[src/include/dadc_pkg.sv]
// Package of constants and types for the dual channel converter control
// Summary of operation
// Channel codes 8 bit RW, clear to 00
// Standby enable keeps registers in software standby
// Control register loads 1F on reset, standby
// Bit 7 enables channel 1 conversion, output
// Bit 6 enables channel 0 conversion, output
// Joint bit: either enable converts both channels
// Pin driven only by own output enable
// Reserved bits ignore writes, read as one
// Standby register loads FE, survives software standby
// Bit 0 keeps outputs active in software standby
// Code change restarts conversion at once
// Enable set drives pin, cleared releases it
// Output holds result until code or enable changes
// Result appears within 10 us of start
// Write stores at edge, reaches converter next cycle
// Code passes unchanged to conversion circuit
package dadc_pkg;

    // ************************************************************
    // Bus and register map
    // ************************************************************
    localparam int AXI_AW = 8;
    localparam int AXI_DW = 32;
    localparam logic [AXI_AW-1:0] OFS_CODE0 = 8'h00;
    localparam logic [AXI_AW-1:0] OFS_CODE1 = 8'h04;
    localparam logic [AXI_AW-1:0] OFS_CTRL = 8'h08;
    localparam logic [AXI_AW-1:0] OFS_STBY = 8'h0C;
    localparam logic [1:0] RESP_OKAY = 2'h0;
    localparam logic [1:0] RESP_SLVERR = 2'h2;

    // ************************************************************
    // Field positions and reset values
    // ************************************************************
    localparam int CTRL_OE1_BIT = 7;
    localparam int CTRL_OE0_BIT = 6;
    localparam int CTRL_JOINT_BIT = 5;
    localparam int STBY_STE_BIT = 0;
    localparam logic [7:0] CODE_RESET = 8'h00;
    localparam logic [7:0] CTRL_RESET = 8'h1F;
    localparam logic [7:0] STBY_RESET = 8'hFE;
    localparam logic [4:0] CTRL_RSVD = 5'h1F;
    localparam logic [6:0] STBY_RSVD = 7'h7F;

    // ************************************************************
    // Conversion timing
    // ************************************************************
    localparam int CLK_PERIOD_NS = 100;
    localparam int CONV_TIME_NS = 10000;
    localparam int CONV_CYCLES = CONV_TIME_NS / CLK_PERIOD_NS;
    localparam int CNT_W = $clog2(CONV_CYCLES + 1);
    // Restart, done and pin flops take the other three cycles
    localparam logic [CNT_W-1:0] CONV_LOAD = CNT_W'(CONV_CYCLES - 3);

    // ************************************************************
    // Types
    // ************************************************************
    typedef enum logic [2:0] {
        REG_CODE0, REG_CODE1, REG_CTRL, REG_STBY, REG_NONE
    } dadc_reg_t;

    typedef enum logic [1:0] {
        ST_RUN, ST_SW_STBY, ST_HW_STBY
    } dadc_stby_t;

    typedef struct packed {
        logic conv_en;
        logic out_en;
        logic [7:0] code;
    } dadc_chan_ctl_t;

    typedef struct packed {
        logic drive;
        logic conv;
        logic valid;
        logic [7:0] level;
    } dadc_pin_t;

endpackage : dadc_pkg

[src/hdl/dadc_channel.sv]
// One converter channel: restart, conversion timer and output hold
`timescale 1ns/1ns
module dadc_channel import dadc_pkg::*; (
    // Clock and reset
    input wire logic clk,
    input wire logic reset_n,
    // Control from registers and standby tracker
    input wire dadc_chan_ctl_t ctl,
    input wire logic out_allow,
    // Pin side
    output dadc_pin_t pin
);

    logic [7:0] code_d_r;
    logic conv_d_r;
    logic [CNT_W-1:0] cnt_r;
    logic busy_r;
    logic done_r;
    logic [7:0] result_r;
    logic restart;
    logic conv;

    assign conv = ctl.conv_en && out_allow;
    assign restart = conv && (!conv_d_r || ctl.code != code_d_r);

    always_ff @(posedge clk or negedge reset_n) begin
        if (!reset_n) begin
            code_d_r <= CODE_RESET;
            conv_d_r <= 1'b0;
        end else begin
            code_d_r <= ctl.code;
            conv_d_r <= conv;
        end
    end

    // Conversion timer
    always_ff @(posedge clk or negedge reset_n) begin
        if (!reset_n) begin
            cnt_r <= '0;
            busy_r <= 1'b0;
        end else if (!conv) begin
            busy_r <= 1'b0;
        end else if (restart) begin
            cnt_r <= CONV_LOAD;
            busy_r <= 1'b1;
        end else if (busy_r) begin
            cnt_r <= cnt_r - CNT_W'(1);
            busy_r <= cnt_r != '0;
        end
    end

    // Result hold
    always_ff @(posedge clk or negedge reset_n) begin
        if (!reset_n) begin
            done_r <= 1'b0;
            result_r <= CODE_RESET;
        end else if (!conv || restart) begin
            done_r <= 1'b0;
        end else if (busy_r && cnt_r == '0) begin
            done_r <= 1'b1;
            result_r <= ctl.code;
        end
    end

    // Pin drive
    always_ff @(posedge clk or negedge reset_n) begin
        if (!reset_n) begin
            pin <= '0;
        end else begin
            pin.drive <= ctl.out_en && out_allow;
            pin.conv <= conv;
            pin.valid <= done_r && ctl.out_en && out_allow;
            pin.level <= result_r;
        end
    end

    result_time_a: assert property (@(posedge clk) disable iff (!reset_n)
        restart |-> ##[1:100] (done_r || !conv || restart))
        else $error("conversion result late");

    result_code_a: assert property (@(posedge clk) disable iff (!reset_n)
        (done_r && $stable(ctl.code) && conv) |-> result_r == ctl.code)
        else $error("result differs from code");

endmodule : dadc_channel

[src/hdl/dadc_standby.sv]
// Standby mode tracker for the converter control
`timescale 1ns/1ns
module dadc_standby import dadc_pkg::*; (
    // Clock and reset
    input wire logic clk,
    input wire logic reset_n,
    // Mode inputs
    input wire logic sw_standby,
    input wire logic hw_standby,
    input wire logic standby_output_enable,
    // Controls
    output logic clear_data,
    output logic clear_stby,
    output logic out_allow
);

    dadc_stby_t state_r;
    dadc_stby_t state_nxt;

    always_comb begin
        state_nxt = ST_RUN;
        if (hw_standby) begin
            state_nxt = ST_HW_STBY;
        end else if (sw_standby) begin
            state_nxt = ST_SW_STBY;
        end
    end

    always_ff @(posedge clk or negedge reset_n) begin
        if (!reset_n) begin
            state_r <= ST_RUN;
        end else begin
            state_r <= state_nxt;
        end
    end

    always_comb begin
        clear_stby = 1'b0;
        clear_data = 1'b0;
        out_allow = 1'b1;
        unique case (state_nxt)
            ST_RUN: begin
                out_allow = 1'b1;
            end
            ST_SW_STBY: begin
                clear_data = !standby_output_enable;
                out_allow = standby_output_enable;
            end
            ST_HW_STBY: begin
                clear_stby = 1'b1;
                clear_data = 1'b1;
                out_allow = 1'b0;
            end
        endcase
    end

    hw_state_a: assert property (@(posedge clk) disable iff (!reset_n)
        hw_standby |=> state_r == ST_HW_STBY)
        else $error("hardware standby not tracked");

endmodule : dadc_standby

[src/hdl/dadc_top.sv]
// Register file, bus slave and channel control of the dual converter
//
// The AXI4-Lite interface to the registers and the register offsets were decided locally.
`timescale 1ns/1ns
module dadc_top import dadc_pkg::*; (
    // Clock and reset
    input wire logic clk,
    input wire logic reset_n,
    // Write address channel
    input wire logic [AXI_AW-1:0] s_axi_awaddr,
    input wire logic s_axi_awvalid,
    output logic s_axi_awready,
    // Write data channel
    input wire logic [AXI_DW-1:0] s_axi_wdata,
    input wire logic [3:0] s_axi_wstrb,
    input wire logic s_axi_wvalid,
    output logic s_axi_wready,
    // Write response channel
    output logic [1:0] s_axi_bresp,
    output logic s_axi_bvalid,
    input wire logic s_axi_bready,
    // Read address channel
    input wire logic [AXI_AW-1:0] s_axi_araddr,
    input wire logic s_axi_arvalid,
    output logic s_axi_arready,
    // Read data channel
    output logic [AXI_DW-1:0] s_axi_rdata,
    output logic [1:0] s_axi_rresp,
    output logic s_axi_rvalid,
    input wire logic s_axi_rready,
    // Standby modes
    input wire logic sw_standby,
    input wire logic hw_standby,
    // Converter pins
    output dadc_pin_t analog_out_ch0,
    output dadc_pin_t analog_out_ch1
);

    // ************************************************************
    // Address decode
    // ************************************************************
    function automatic dadc_reg_t decode(input logic [AXI_AW-1:0] addr);
        dadc_reg_t sel;
        sel = REG_NONE;
        if (addr[1:0] == 2'h0) begin
            unique case (addr)
                OFS_CODE0: sel = REG_CODE0;
                OFS_CODE1: sel = REG_CODE1;
                OFS_CTRL: sel = REG_CTRL;
                OFS_STBY: sel = REG_STBY;
                default: sel = REG_NONE;
            endcase
        end
        return sel;
    endfunction : decode

    // ************************************************************
    // Registers
    // ************************************************************
    logic [7:0] channel0_code_r;
    logic [7:0] channel1_code_r;
    logic ch1_output_enable_r;
    logic ch0_output_enable_r;
    logic joint_conversion_r;
    logic standby_output_enable_r;
    logic [7:0] converter_control;
    logic [7:0] standby_output_control;

    // Bus state
    logic aw_hold_r;
    logic w_hold_r;
    logic [AXI_AW-1:0] awaddr_r;
    logic [7:0] wdata_r;
    logic wlane_r;
    logic bvalid_r;
    logic [1:0] bresp_r;
    logic rvalid_r;
    logic [AXI_DW-1:0] rdata_r;
    logic [1:0] rresp_r;
    logic wr_en;
    dadc_reg_t wr_sel;
    dadc_reg_t rd_sel;
    logic [7:0] rd_byte;

    // Standby controls
    logic clear_data;
    logic clear_stby;
    logic out_allow;

    // Channel controls
    dadc_chan_ctl_t ctl [2];
    dadc_pin_t pins [2];

    assign converter_control = {ch1_output_enable_r, ch0_output_enable_r,
                                joint_conversion_r, CTRL_RSVD};
    assign standby_output_control = {STBY_RSVD, standby_output_enable_r};

    // ************************************************************
    // Write channels
    // ************************************************************
    assign s_axi_awready = !aw_hold_r;
    assign s_axi_wready = !w_hold_r;
    assign wr_en = aw_hold_r && w_hold_r && !bvalid_r;
    assign wr_sel = decode(awaddr_r);

    always_ff @(posedge clk or negedge reset_n) begin
        if (!reset_n) begin
            aw_hold_r <= 1'b0;
            awaddr_r <= '0;
        end else if (s_axi_awvalid && s_axi_awready) begin
            aw_hold_r <= 1'b1;
            awaddr_r <= s_axi_awaddr;
        end else if (wr_en) begin
            aw_hold_r <= 1'b0;
        end
    end

    always_ff @(posedge clk or negedge reset_n) begin
        if (!reset_n) begin
            w_hold_r <= 1'b0;
            wdata_r <= '0;
            wlane_r <= 1'b0;
        end else if (s_axi_wvalid && s_axi_wready) begin
            w_hold_r <= 1'b1;
            wdata_r <= s_axi_wdata[7:0];
            wlane_r <= s_axi_wstrb[0];
        end else if (wr_en) begin
            w_hold_r <= 1'b0;
        end
    end

    always_ff @(posedge clk or negedge reset_n) begin
        if (!reset_n) begin
            bvalid_r <= 1'b0;
            bresp_r <= RESP_OKAY;
        end else if (wr_en) begin
            bvalid_r <= 1'b1;
            bresp_r <= (wr_sel == REG_NONE) ? RESP_SLVERR : RESP_OKAY;
        end else if (s_axi_bready) begin
            bvalid_r <= 1'b0;
        end
    end

    assign s_axi_bvalid = bvalid_r;
    assign s_axi_bresp = bresp_r;

    // ************************************************************
    // Read channels
    // ************************************************************
    assign s_axi_arready = !rvalid_r;
    assign rd_sel = decode(s_axi_araddr);

    always_comb begin
        rd_byte = 8'h00;
        unique case (rd_sel)
            REG_CODE0: rd_byte = channel0_code_r;
            REG_CODE1: rd_byte = channel1_code_r;
            REG_CTRL: rd_byte = converter_control;
            REG_STBY: rd_byte = standby_output_control;
            REG_NONE: rd_byte = 8'h00;
        endcase
    end

    always_ff @(posedge clk or negedge reset_n) begin
        if (!reset_n) begin
            rvalid_r <= 1'b0;
            rdata_r <= '0;
            rresp_r <= RESP_OKAY;
        end else if (s_axi_arvalid && s_axi_arready) begin
            rvalid_r <= 1'b1;
            rdata_r <= {24'h000000, rd_byte};
            rresp_r <= (rd_sel == REG_NONE) ? RESP_SLVERR : RESP_OKAY;
        end else if (s_axi_rready) begin
            rvalid_r <= 1'b0;
        end
    end

    assign s_axi_rvalid = rvalid_r;
    assign s_axi_rdata = rdata_r;
    assign s_axi_rresp = rresp_r;

    // ************************************************************
    // Standby tracking
    // ************************************************************
    dadc_standby u_standby (
        .clk(clk),
        .reset_n(reset_n),
        .sw_standby(sw_standby),
        .hw_standby(hw_standby),
        .standby_output_enable(standby_output_enable_r),
        .clear_data(clear_data),
        .clear_stby(clear_stby),
        .out_allow(out_allow)
    );

    // ************************************************************
    // Channel code registers
    // ************************************************************
    always_ff @(posedge clk or negedge reset_n) begin
        if (!reset_n) begin
            channel0_code_r <= CODE_RESET;
        end else if (clear_data) begin
            channel0_code_r <= CODE_RESET;
        end else if (wr_en && wlane_r && wr_sel == REG_CODE0) begin
            channel0_code_r <= wdata_r;
        end
    end

    always_ff @(posedge clk or negedge reset_n) begin
        if (!reset_n) begin
            channel1_code_r <= CODE_RESET;
        end else if (clear_data) begin
            channel1_code_r <= CODE_RESET;
        end else if (wr_en && wlane_r && wr_sel == REG_CODE1) begin
            channel1_code_r <= wdata_r;
        end
    end

    // ************************************************************
    // Converter control register
    // ************************************************************
    always_ff @(posedge clk or negedge reset_n) begin
        if (!reset_n) begin
            ch1_output_enable_r <= CTRL_RESET[CTRL_OE1_BIT];
            ch0_output_enable_r <= CTRL_RESET[CTRL_OE0_BIT];
            joint_conversion_r <= CTRL_RESET[CTRL_JOINT_BIT];
        end else if (clear_data) begin
            ch1_output_enable_r <= CTRL_RESET[CTRL_OE1_BIT];
            ch0_output_enable_r <= CTRL_RESET[CTRL_OE0_BIT];
            joint_conversion_r <= CTRL_RESET[CTRL_JOINT_BIT];
        end else if (wr_en && wlane_r && wr_sel == REG_CTRL) begin
            ch1_output_enable_r <= wdata_r[CTRL_OE1_BIT];
            ch0_output_enable_r <= wdata_r[CTRL_OE0_BIT];
            joint_conversion_r <= wdata_r[CTRL_JOINT_BIT];
        end
    end

    // ************************************************************
    // Standby output control register
    // ************************************************************
    always_ff @(posedge clk or negedge reset_n) begin
        if (!reset_n) begin
            standby_output_enable_r <= STBY_RESET[STBY_STE_BIT];
        end else if (clear_stby) begin
            standby_output_enable_r <= STBY_RESET[STBY_STE_BIT];
        end else if (wr_en && wlane_r && wr_sel == REG_STBY) begin
            standby_output_enable_r <= wdata_r[STBY_STE_BIT];
        end
    end

    // ************************************************************
    // Channels
    // ************************************************************
    always_comb begin
        ctl[0].out_en = ch0_output_enable_r;
        ctl[1].out_en = ch1_output_enable_r;
        ctl[0].conv_en = ch0_output_enable_r
                         || (joint_conversion_r && ch1_output_enable_r);
        ctl[1].conv_en = ch1_output_enable_r
                         || (joint_conversion_r && ch0_output_enable_r);
        ctl[0].code = channel0_code_r;
        ctl[1].code = channel1_code_r;
    end

    for (genvar i = 0; i < 2; i++) begin : g_chan
        dadc_channel u_chan (
            .clk(clk),
            .reset_n(reset_n),
            .ctl(ctl[i]),
            .out_allow(out_allow),
            .pin(pins[i])
        );
    end

    assign analog_out_ch0 = pins[0];
    assign analog_out_ch1 = pins[1];

    // ************************************************************
    // Checks
    // ************************************************************
    code_clear_a: assert property (@(posedge clk) disable iff (!reset_n)
        hw_standby |=> (channel0_code_r == CODE_RESET)
                       && (channel1_code_r == CODE_RESET))
        else $error("code not cleared in standby");

    standby_keep_a: assert property (@(posedge clk) disable iff (!reset_n)
        (sw_standby && !hw_standby && standby_output_enable_r && !wr_en)
        |=> $stable(channel0_code_r) && $stable(converter_control))
        else $error("registers lost in retained standby");

    ctrl_clear_a: assert property (@(posedge clk) disable iff (!reset_n)
        (sw_standby && !hw_standby && !standby_output_enable_r)
        |=> converter_control == CTRL_RESET)
        else $error("control not reloaded on standby");

    ch1_enable_a: assert property (@(posedge clk) disable iff (!reset_n)
        (wr_en && wlane_r && wr_sel == REG_CTRL && !clear_data
         && !sw_standby && !hw_standby)
        ##1 (!sw_standby && !hw_standby)
        |=> analog_out_ch1.drive == $past(wdata_r[CTRL_OE1_BIT], 2))
        else $error("channel 1 drive not following bit 7");

    own_drive_a: assert property (@(posedge clk) disable iff (!reset_n)
        analog_out_ch0.drive |-> $past(ch0_output_enable_r))
        else $error("channel 0 driven without its enable");

    joint_conv_a: assert property (@(posedge clk) disable iff (!reset_n)
        (joint_conversion_r && ch1_output_enable_r && out_allow)
        |=> analog_out_ch0.conv)
        else $error("joint conversion missing on channel 0");

    reserved_read_a: assert property (@(posedge clk) disable iff (!reset_n)
        (s_axi_arvalid && s_axi_arready && rd_sel == REG_CTRL)
        |=> s_axi_rvalid && s_axi_rdata[4:0] == CTRL_RSVD)
        else $error("reserved control bits not read as one");

    stby_reg_a: assert property (@(posedge clk) disable iff (!reset_n)
        (sw_standby && !hw_standby && !wr_en)
        |=> $stable(standby_output_control))
        else $error("standby register changed in software standby");

    stby_out_a: assert property (@(posedge clk) disable iff (!reset_n)
        (sw_standby && !standby_output_enable_r) ##1 sw_standby
        |-> !analog_out_ch0.drive && !analog_out_ch1.drive)
        else $error("output active in standby without enable");

    pin_release_a: assert property (@(posedge clk) disable iff (!reset_n)
        $fell(ch0_output_enable_r) |=> !analog_out_ch0.drive)
        else $error("pin not released after enable cleared");

    result_hold_a: assert property (@(posedge clk) disable iff (!reset_n)
        (analog_out_ch0.valid && $stable(channel0_code_r)
         && channel0_code_r == $past(channel0_code_r, 2)
         && ch0_output_enable_r && out_allow)
        |=> analog_out_ch0.valid && $stable(analog_out_ch0.level))
        else $error("result not held");

    write_store_a: assert property (@(posedge clk) disable iff (!reset_n)
        (wr_en && wlane_r && wr_sel == REG_CODE0 && !clear_data)
        |=> channel0_code_r == $past(wdata_r))
        else $error("code write not stored at response edge");

    restart_a: assert property (@(posedge clk) disable iff (!reset_n)
        (ch0_output_enable_r && out_allow
         && channel0_code_r != $past(channel0_code_r))
        |-> ##2 !analog_out_ch0.valid)
        else $error("code change did not restart conversion");

endmodule : dadc_top

[config.mk]
export PLATFORM = sky130hd
export DESIGN_NAME = dadc_top
export DESIGN_NICKNAME = d
export VERILOG_FILES = /design/src/include/dadc_pkg.sv /design/src/hdl/dadc_channel.sv /design/src/hdl/dadc_standby.sv /design/src/hdl/dadc_top.sv
export SDC_FILE = /design/constraint.sdc
export NUM_CORES = 1
export LEC_CHECK = 0
export ABC_AREA = 1
export BUFFER_PORTS_ARGS = -buffer_cell sky130_fd_sc_hd__buf_2
export CAP_MARGIN = 10
export CORE_MARGIN = 10
export CORE_UTILIZATION = 54
export DETAILED_ROUTE_END_ITERATION = 7
export PLACE_DENSITY = 0.91
export SLEW_MARGIN = 20
export SYNTH_ARGS = -nofsm -noshare
export SYNTH_HDL_FRONTEND = slang
export SYNTH_SLANG_ARGS = --single-unit
[constraint.sdc]
create_clock -name clk -period 1.9 [get_ports clk]
set_clock_uncertainty 0.2 [all_clocks]
set_input_delay 0.285 -clock clk [delete_from_list [all_inputs] [get_ports clk]]
set_output_delay 0.285 -clock clk [all_outputs]
set_load 0.1 [all_outputs]
==> After elaboration in Yosys (flattened, before gate mapping) <==
Index checks and enable logic that the tools add are counted.
W data, S select, Z words.
{ "op_classes": {"reduce_logical": 66, "n_eq_ne": 18, "muxes": 45, "n_bitwise": 2, "addsub": 2} }
{ "ops": {"columns": ["op", "count"], "rows": [
  ["$pmux W8 S5", 1],
  ["$eq A8 B4 Y1 const B", 4],
  ["$mux W8", 4],
  ["$mux W7", 4],
  ["$mux W1", 27],
  ["$logic_and A1 B1 Y1", 24],
  ["$pmux W3 S4", 2],
  ["$reduce_bool A2 Y1", 12],
  ["$eq A8 B3 Y1 const B", 2],
  ["$logic_not A8 Y1", 2],
  ["$ne A8 B8 Y1", 2],
  ["$logic_not A7 Y1", 2],
  ["$reduce_bool A7 Y1", 2],
  ["$sub A7 B1 Y7 const B", 2],
  ["$eq A3 B2 Y1 const B", 4],
  ["$logic_not A1 Y1", 9],
  ["$reduce_and A2 Y1", 4],
  ["$eq A3 B1 Y1 const B", 2],
  ["$eq A3 B3 Y1 const B", 2],
  ["$logic_not A2 Y1", 3],
  ["$logic_not A3 Y1", 2],
  ["$logic_or A1 B1 Y1", 6],
  ["$mux W2", 3],
  ["$mux W3", 2],
  ["other kinds (5)", 6]
]} }
{ "word_totals": {"out_inout_bits": 63, "input_bits": 61, "word_cells": 167, "regBits": 125} }

==> Longest topological paths before layout <==
Gate-level depths: netlist (run 1).
{ "logic_depth": {"ltp_word": 9, "mapped_depth": 11, "ltp_nobuf": 11} }

==> Modules after synthesis <==
A second synthesis (run 1) with hierarchy kept.
{ "unflattened": {"cells_unflattened": 627, "area_unflattened_um2": 5709.2} }
{ "by_module_without_submodules": {"columns": ["module", "area_each_um2", "cells_per_inst", "seq_area_each_um2", "instances"], "rows": [
  ["dadc_channel", 1480.2, 163, 900.9, 2],
  ["dadc_top", 2721.4, 295, 1276.2, 1],
  ["dadc_standby", 27.5, 6, 0.0, 1]
]} }

==> Least setup slack after synthesis (run 1) <==
OpenSTA, ideal clock, no wires.
{ "synth_timing": {"path_type": "register -> register", "from": "register rvalid_r (netlist: s_axi_rvalid)", "to": "register rdata_r[5] (netlist: s_axi_rdata[5])", "setup_slack_ps": -717, "setup_ps": 120, "path_stages_with_launch": 7, "t_required_ps": 1580, "synth_period_minus_slack_ps": 2617, "arrival_time_ps": 2297, "path_buffers": 1, "path_cell_list": "dfrtp_1 > inv_1 > nand2_1 > clkbuf_1 > a21oi_1 > nand2_1 > nand2_1"} }
{ "synth_via": {"elab_chain_len": 2} }
{ "synth_rtl": {"columns": ["element", "line_no", "text"], "rows": [
  ["start: declaration", "dadc_top.sv:77", "logic rvalid_r;"],
  ["start signal: assignment", "dadc_top.sv:166", "rvalid_r <= 1'b0;"],
  ["start signal: assignment", "dadc_top.sv:170", "rvalid_r <= 1'b1;"],
  ["start signal: assignment", "dadc_top.sv:174", "rvalid_r <= 1'b0;"],
  ["$logic_not A1 Y1", "dadc_top.sv:150", "assign s_axi_arready = !rvalid_r;"],
  ["via s_axi_arready", "dadc_top.sv:25", "output logic s_axi_arready,"],
  ["$logic_and A1 B1 Y1", "dadc_top.sv:169", "end else if (s_axi_arvalid && s_axi_arready) begin"],
  ["end signal: assignment", "dadc_top.sv:171", "rdata_r <= {24'h000000, rd_byte};"],
  ["end: declaration", "dadc_top.sv:78", "logic [AXI_DW-1:0] rdata_r;"]
]} }
The timed path passes the listed nets, and every way through them passes these cells.
A chain may end at the register's enable or synchronous reset.

==> Worst setup path after layout (run 1) <==
{ "layout_timing": {"from": "register channel1_code_r[5]", "to": "register g_chan[1].u_chan.result_r[6]"} }
{ "layout_via": {"elab_chain_len": 6} }
{ "layout_rtl": {"columns": ["element", "line_no", "text"], "rows": [
  ["start: declaration", "dadc_top.sv:61", "logic [7:0] channel1_code_r;"],
  ["start signal: assignment", "dadc_top.sv:215", "channel1_code_r <= wdata_r;"],
  ["$ne A8 B8 Y1", "dadc_channel.sv:24", "assign restart = conv && (!conv_d_r || ctl.code != code_d_r);"],
  ["$logic_or A1 B1 Y1", "dadc_channel.sv:24", null],
  ["$logic_and A1 B1 Y1", "dadc_channel.sv:24", null],
  ["$logic_or A1 B1 Y1", "dadc_channel.sv:57", "end else if (!conv || restart) begin"],
  ["$not A1 Y1 (no line)", null, null],
  ["$reduce_and A2 Y1 (no line)", null, null],
  ["end signal: assignment", "dadc_channel.sv:61", "result_r <= ctl.code;"],
  ["end: declaration", "dadc_channel.sv:19", "logic [7:0] result_r;"]
]} }
No other way between the ends.

==> results of run 1 <==
==> kinds of logic after synthesis <==
kind of cell,Yosys count,share of synthesized area [%]
AOI/OAI and AO/OA,66,6.50
and+or+nand+nor,309,24.6
other,1,0.0679
muxes,2,0.408
xor gates and xnor gates,12,1.90
buffers and inverters,115,9.90
adders and majority gates,4,0.906
DFF,123,55.7
==> worst reg2reg max path, stage by stage, from the launching register on <==
cell and delay, ns:
sky130_fd_sc_hd__dfrtp_1 0.47, sky130_fd_sc_hd__inv_1 0.11, sky130_fd_sc_hd__nand2_1 0.10, sky130_fd_sc_hd__nand2_1 0.07
sky130_fd_sc_hd__nor2_1 0.11, sky130_fd_sc_hd__nand3b_1 0.11, sky130_fd_sc_hd__nor2_2 0.20, sky130_fd_sc_hd__buf_4 0.22
sky130_fd_sc_hd__nand4_1 0.14, sky130_fd_sc_hd__nand2_1 0.12
==> synthesized netlist by cell type <==
library cell | n | area share [%]
sky130_fd_sc_hd__nand2_1 | 166 | 11
sky130_fd_sc_hd__nand3b_1 | 7 | 0.95
sky130_fd_sc_hd__mux2_2 | 2 | 0.41
sky130_fd_sc_hd__inv_1 | 74 | 5.0
sky130_fd_sc_hd__buf_2 | 2 | 0.18
sky130_fd_sc_hd__and2_1 | 2 | 0.23
sky130_fd_sc_hd__conb_1 | 1 | 0.068
sky130_fd_sc_hd__nand3_2 | 3 | 0.54
sky130_fd_sc_hd__a21oi_4 | 1 | 0.29
sky130_fd_sc_hd__nor3_2 | 1 | 0.18
sky130_fd_sc_hd__xnor2_1 | 5 | 0.79
sky130_fd_sc_hd__nor2_4 | 2 | 0.41
sky130_fd_sc_hd__inv_2 | 6 | 0.41
sky130_fd_sc_hd__ha_1 | 4 | 0.91
sky130_fd_sc_hd__dfrtp_1 | 123 | 56
sky130_fd_sc_hd__xor2_1 | 7 | 1.1
sky130_fd_sc_hd__buf_4 | 30 | 4.1
sky130_fd_sc_hd__o21ai_0 | 32 | 2.9
sky130_fd_sc_hd__o21ai_2 | 2 | 0.32
sky130_fd_sc_hd__nand3_1 | 39 | 3.5
sky130_fd_sc_hd__a31oi_1 | 4 | 0.45
sky130_fd_sc_hd__a21oi_1 | 25 | 2.3
sky130_fd_sc_hd__nor2_1 | 67 | 4.6
sky130_fd_sc_hd__nand2_2 | 4 | 0.45
sky130_fd_sc_hd__nor3_4 | 1 | 0.29
sky130_fd_sc_hd__o21bai_1 | 1 | 0.14
sky130_fd_sc_hd__nor2_2 | 4 | 0.45
sky130_fd_sc_hd__nand3_4 | 1 | 0.32
sky130_fd_sc_hd__a21boi_1 | 1 | 0.14
sky130_fd_sc_hd__nand4_1 | 12 | 1.4
sky130_fd_sc_hd__clkbuf_1 | 3 | 0.20
==> worst max-delay path by stage <==
stage	startpoint	endpoint	slack, ns	cells past startpoint
3_3_place_gp	s_axi_bvalid	channel0_code_r[2]	0.14	8
4_1_cts	s_axi_rvalid	s_axi_arready	0.02	2
6_report	channel1_code_r[5]	g_chan[1].u_chan.result_r[6]	-0.02	9
3_5_place_dp	channel0_code_r[6]	g_chan[0].u_chan.result_r[0]	0.08	9
2_1_floorplan	s_axi_rvalid	s_axi_rdata[5]	-0.12	6
5_1_grt	channel0_code_r[1]	g_chan[0].u_chan.cnt_r[6]	-0.05	11
==> registers in the layout (all words and copies together) (netlist names), 2 cells and up <==
| signal | count |
|---|---|
| g_chan.u_chan.code_d_r | 16 |
| channel1_code_r | 8 |
| g_chan.u_chan.cnt_r | 14 |
| g_chan.u_chan.pin | 20 |
| g_chan.u_chan.busy_r | 2 |
| g_chan.u_chan.conv_d_r | 2 |
| g_chan.u_chan.result_r | 16 |
| channel0_code_r | 8 |
| g_chan.u_chan.done_r | 2 |
| s_axi_rdata | 8 |
| awaddr_r | 8 |
| wdata_r | 8 |
==> stage by stage <==
step,setup TNS (ns),utilization [%],hold slack (ns),worst slack [ns],total power (W)
after floorplan,-0.728,-,-0.211,-0.123,0.00439
after global placement,0,61.1,0.0505,0.144,0.00463
after detailed placement,0,61.1,0.0534,0.0823,0.00470
after CTS,0,69.2,0.0136,0.0170,0.00760
after global routing,-0.483,71.0,0.0444,-0.0487,0.00796
final,-0.0383,71.0,0.0298,-0.0198,0.00766
==> layout make-up <==
type	instances	area [um2]
clock inverters	2	10.0
flip-flops and latches	123	3090
clock buffers	27	512
well taps	133	166
inverters	80	312
fillers	665	2870
repair buffers	121	831
multi-input cells	421	2080
==> report_power, final <==
| part | internal (W) | switching, W | total, W |
|---|---|---|---|
| clock network | 0.00178 | 0.00105 | 0.00284 |
| logic | 0.000391 | 0.00137 | 0.00176 |
| registers | 0.00289 | 0.000173 | 0.00307 |
| total | 0.00507 | 0.00260 | 0.00766 |
==> what timing repair did <==
action                                  4_1_cts  5_1_grt
gates resized for setup                       4       21
pin swaps                                     0        7
endpoints found under the setup margin        6       45
endpoints found under the hold margin       152        0
hold buffers                                 27        0
setup buffers                                 0       10
cloned                                        0        2
==> routing by layer <==
layer,global-route usage [%],share of wire (%),vias to the layer above
li1,-,-,2199
met3,5.91,8.2,70
met1,23.9,39,2347
met4,9.35,3.7,0
met2,33.7,49,337
met5,0,0,-
==> out/metrics.json, run 1 <==
{
  "final_layout": {
    "final-instance-count-excl-fill": 907,
    "commonest_non_fill_non_tap_cell_in_the_layout": "sky130_fd_sc_hd__nand2_1",
    "final_cell_mix": "sky130_fd_sc_hd__nand2_1 (163), sky130_fd_sc_hd__dfrtp_1 (118), sky130_fd_sc_hd__inv_1 (70)",
    "fin_nets": 829,
    "proportion_of_layout_cells_with_a_drive_suffix_above_1_pct": 21.4,
    "antennaDiodeCount": 0,
    "final_area_um2": 7000,
    "area_delta_synth_final_pct": 26.8
  },
  "worst_setup_path": {
    "worstSetupPathType": "reg -> reg",
    "reg2reg_setup_slack_ns": -0.02,
    "ff2ff_path_depth": 9,
    "crit_path_cell_trace": "inv_1 > nand2_1 > nand2_1 > nor2_1 > nand3b_1 > nor2_2 > buf_4 > nand4_1 > nand2_1",
    "critPathLaunchType": "register",
    "worst_ep_arrival_time_ns": 2.17,
    "cpMostUsedCell": "sky130_fd_sc_hd__nand2_1",
    "timing.critical_path.max_delay_family": "simple AND/OR/NAND/NOR gates",
    "critPathSlowestCell": "sky130_fd_sc_hd__dfrtp_1",
    "crit_buf_inv": 2,
    "endpoint_kind": "register",
    "cpPeakStageDelay_ns": 0.47,
    "worst_r2r_endpoint": "g_chan[1].u_chan.result_r[6]",
    "ff_to_ff_start": "channel1_code_r[5]",
    "critical_path_required_ns": 2.15,
    "highest_net_fanout_along_the_worst_path": 10
  },
  "detailed_routing": {
    "avgViaCountPerCell": 5.46,
    "number_of_nets_still_failing_antenna_checks_after_routing": 0,
    "dr.first_iter.drc_count": 627,
    "drt-pass1-iter-count": 6,
    "wire_per_inst_um": 16.7,
    "via_count": 4953,
    "drc": 0,
    "route.final.wire_length_um": 15200
  },
  "floorplanning": {
    "pin_count": 124,
    "die_height_um": 121,
    "die_area_um2": 14700,
    "chipWidth_um": 121,
    "floorplan.rows": 36,
    "core_um2": 9860,
    "initial_core_utilization_pct": 56.0
  },
  "clocking": {
    "clk_transition_reported_paths_ns": 0.06,
    "clock_tree_from_tritoncts": "done",
    "htree_levels": 4,
    "cts_sinks": 123,
    "cts_inserted_buffers": 17,
    "buffer_depth_of_the_longest_clock_path": 2,
    "root_driver": "sky130_fd_sc_hd__clkbuf_8",
    "clkLatencyLatePin_ns": 0.52
  },
  "global_routing": {
    "grt_pass1_wl_um": 24200,
    "grt.overflow.total": 0,
    "grt_antenna_before_repair": 0,
    "grtUsageTotal_pct": 20.4,
    "pin_count_of_the_biggest_net_entering_global_routing": 35,
    "grt_pass1_vias": 5101
  },
  "power_and_ir_drop": {
    "power_leakage_nw": 3.75,
    "ir_drop_uv": 1320,
    "p_per_area_nw_per_um2": 1090
  },
  "placement": {
    "place.gp.congestion": 0.983,
    "place.port_buffers": 70,
    "hpwlAfterDp_um": 9610,
    "placed_cells_incl_taps": 839,
    "placed_cell_area_um2": 6030
  },
  "timing": {
    "timing.fmax_mhz": 521,
    "timing_max_transition_violations_final": 0,
    "min_period_over_period_pct": 101,
    "min_period_ns": 1.92,
    "final-setup-viol-count": 2,
    "hold_viol": 0,
    "finalWorstSetupSlack_ns": -0.0198
  },
  "worst_hold_path": {
    "holdCritPathClass": "in -> reg",
    "holdPathEnd": "awaddr_r[6]",
    "worst_hold_startpoint": "s_axi_awvalid",
    "whs_path_depth": 3
  },
  "yosys": {
    "syn-mean-instance-area_um2": 8.74,
    "ys_seq_area_share_pct": 55.7,
    "yosysUniqueCellTypes": 31,
    "post_synth_inst_count": 632,
    "synthesis.yosys.warnings": 0,
    "ys_ff_latch": 123,
    "post_synth_instance_area_um2": 5520
  },
  "status": {
    "status": "finished with violations",
    "violations": "setup timing"
  },
  "job": {
    "max_cap_viol_count": 0
  }
}
Power figures use the tool's default switching activity.
==> run 2, diff against run 1 <==
- PLACE_DENSITY: 0.91 -> 0.88
- SKIP_LAST_GASP: not set -> 1
==> out/metrics.json, run 2 (synthesis gave the netlist of run 1 again) <==
{
  "detailed_routing": {
    "route.final.wire_length": {"value": 14700, "unit": "um", "change": "-2.8%"},
    "via_count": {"value": 4786, "change": "-3.4%"},
    "dr.first_iter.drc_count": {"value": 545, "change": "-13%"},
    "drt-pass1-iter-count": {"value": 6, "change": "unchanged"},
    "drc": {"value": 0, "change": "unchanged"},
    "wire_per_inst": {"value": 16.3, "unit": "um", "change": "-2.6%"},
    "number_of_nets_still_failing_antenna_checks_after_routing": {"value": 0, "change": "unchanged"},
    "avgViaCountPerCell": {"value": 5.29, "change": "-3.2%"}
  },
  "worst_setup_path": {
    "critPathSlowestCell": "sky130_fd_sc_hd__buf_2",
    "endpoint_kind": "primary output",
    "critical_path_required": {"value": 1.41, "unit": "ns", "change": "-0.74 ns"},
    "worst_ep_arrival_time": {"value": 1.37, "unit": "ns", "change": "-0.80 ns"},
    "cpPeakStageDelay": {"value": 0.43, "unit": "ns", "change": "-0.04 ns"},
    "highest_net_fanout_along_the_worst_path": {"value": 2, "change": "-8"},
    "timing.critical_path.max_delay_family": "buffers and inverters",
    "crit_buf_inv": {"value": 1, "change": "-1"},
    "worstSetupPathType": "reg -> out",
    "crit_path_cell_trace": "buf_2",
    "critPathLaunchType": "register"
  },
  "timing": {
    "hold_viol": {"value": 0, "change": "unchanged"},
    "timing.fmax": {"value": 539, "unit": "MHz", "change": "+3.4%"},
    "finalWorstSetupSlack": {"value": 0.0441, "unit": "ns", "change": "+0.0639 ns"},
    "timing_max_transition_violations_final": {"value": 0, "change": "unchanged"},
    "worst_hold_slack": {"value": 0.0294, "unit": "ns", "change": "-0.000410 ns"},
    "min_period": {"value": 1.86, "unit": "ns", "change": "-0.0639 ns"},
    "final-setup-viol-count": {"value": 0, "change": "-2"},
    "min_period_over_period": {"value": 97.7, "unit": "%", "change": "-3.4 points"}
  },
  "floorplanning": {
    "chipWidth": {"value": 121, "unit": "um", "change": "unchanged"},
    "floorplan.rows": {"value": 36, "change": "unchanged"},
    "core": {"value": 9860, "unit": "um2", "change": "unchanged"},
    "pin_count": {"value": 124, "change": "unchanged"},
    "die_area": {"value": 14700, "unit": "um2", "change": "unchanged"},
    "initial_core_utilization": {"value": 56.0, "unit": "%", "change": "unchanged"},
    "die_height": {"value": 121, "unit": "um", "change": "unchanged"}
  },
  "placement": {
    "place.port_buffers": {"value": 70, "change": "unchanged"},
    "place.gp.congestion": {"value": 0.946, "change": "-3.7%"},
    "detailedPlace.worstSlack": {"value": 0.0539, "unit": "ns", "change": "-0.0284 ns"},
    "hpwlAfterDp": {"value": 9450, "unit": "um", "change": "-1.7%"},
    "placed_cells_incl_taps": {"value": 837, "change": "-0.24%"}
  },
  "final_layout": {
    "max_flop_register": "g_chan.u_chan.pin",
    "layout_top_registers": "g_chan.u_chan.pin (20), g_chan.u_chan.code_d_r (16), g_chan.u_chan.result_r (16)",
    "fin_nets": {"value": 823, "change": "-0.72%"},
    "largest_register_ff_count": {"value": 20, "change": "unchanged"},
    "final_util": {"value": 71.5, "unit": "%", "change": "+0.58 points"},
    "final_cell_mix": "sky130_fd_sc_hd__nand2_1 (161), sky130_fd_sc_hd__dfrtp_1 (117), sky130_fd_sc_hd__inv_1 (69)",
    "commonest_non_fill_non_tap_cell_in_the_layout": "sky130_fd_sc_hd__nand2_1",
    "final-instance-count-excl-fill": {"value": 905, "change": "-0.22%"},
    "proportion_of_layout_cells_with_a_drive_suffix_above_1": {"value": 21.8, "unit": "%", "change": "+0.34 points"},
    "area_delta_synth_final_pct": 27.8
  },
  "clocking": {
    "buffer_depth_of_the_longest_clock_path": {"value": 2, "change": "unchanged"},
    "cts_sinks": {"value": 123, "change": "unchanged"},
    "cts_inserted_buffers": {"value": 17, "change": "unchanged"},
    "clk_transition_reported_paths": {"value": 0.06, "unit": "ns", "change": "about the same"},
    "htree_levels": {"value": 4, "change": "unchanged"},
    "clock_tree_from_tritoncts": "done",
    "root_driver": "sky130_fd_sc_hd__clkbuf_8",
    "clkLatencyLatePin": {"value": 0.53, "unit": "ns", "change": "about the same"}
  },
  "power_and_ir_drop": {
    "p_per_area": {"value": 1160, "unit": "nW/um2", "change": "+6.2%"},
    "power_leakage": {"value": 3.76, "unit": "nW", "change": "+0.21%"},
    "ir_drop": {"value": 1090, "unit": "uV", "change": "-17%"}
  },
  "status": {
    "status": "finished clean"
  },
  "job": {
    "max_cap_viol_count": {"value": 0, "change": "unchanged"}
  },
  "global_routing": {
    "grt_pass1_wl": {"value": 23700, "unit": "um", "change": "-2.1%"},
    "grt_pass1_vias": {"value": 5011, "change": "-1.8%"},
    "grt.overflow.total": {"value": 0, "change": "unchanged"},
    "pin_count_of_the_biggest_net_entering_global_routing": {"value": 52, "change": "+49%"},
    "grt_antenna_before_repair": {"value": 1, "change": "+1"},
    "grtUsageTotal": {"value": 20.0, "unit": "%", "change": "-0.37 points"}
  },
  "worst_hold_path": {
    "holdCritPathClass": "in -> reg"
  }
}
[run 2: cell type report]
cell class | count | area [um2]
antenna | 1 | 2.50
clock buffer | 20 | 435
clock inverter | 12 | 171
fill | 689 | 2810
inverter | 80 | 312
multi-input combinational | 419 | 2070
sequential | 123 | 3090
tap | 133 | 166
timing repair buffer | 117 | 813
[run 2: repair_timing]
item                                    in CTS  in global routing
cloned                                       0                  0
resized for setup                            4                 25
hold buffers                                27                  0
endpoints found under the setup margin       4                 50
pin swaps                                    0                  7
endpoints found under the hold margin      156                  0
setup buffers                                0                  8
[run 2: power breakdown]
part	switching (W)	leakage (nW)	internal, W
sequential	0.000175	1.63	0.00289
combinational	0.00138	1.84	0.000419
clock	0.00117	0.291	0.00216
[run 2: worst paths after layout]
kind / from / end / slack (ns) / cells past startpoint
worst max-delay path: s_axi_rvalid / s_axi_rvalid / 0.04 / 1
worst min-delay path: s_axi_wvalid / w_hold_r / 0.03 / 3
worst max register to register: channel1_code_r[1] / g_chan[1].u_chan.cnt_r[0] / 0.05 / 8
worst min register to register: g_chan[0].u_chan.result_r[0] / g_chan[0].u_chan.pin[0] / 0.18 / 0
max in group asynchronous: reset_n / g_chan[0].u_chan.pin[7] / 0.94 / 3
min in group asynchronous: reset_n / g_chan[0].u_chan.pin[1] / 0.10 / 3
[run 2: layer usage]
| layer | track usage [%] | wire length, um |
|---|---|---|
| met1 | 21.7 | 5540 |
| met2 | 34.5 | 7540 |
| met3 | 6.05 | 1100 |
| met4 | 10.3 | 552 |
| met5 | 0 | 0 |
[run 2: stage by stage]
step | TNS (ns) | cell area (um2) | power [W]
2_1_floorplan | -0.728 | 5650 | 0.00439
4_1_cts | 0 | 6900 | 0.00809
3_5_place_dp | 0 | 6010 | 0.00469
3_3_place_gp | 0 | 6010 | 0.00463
6_report | 0 | 7060 | 0.00820
5_1_grt | -0.00136 | 7060 | 0.00848
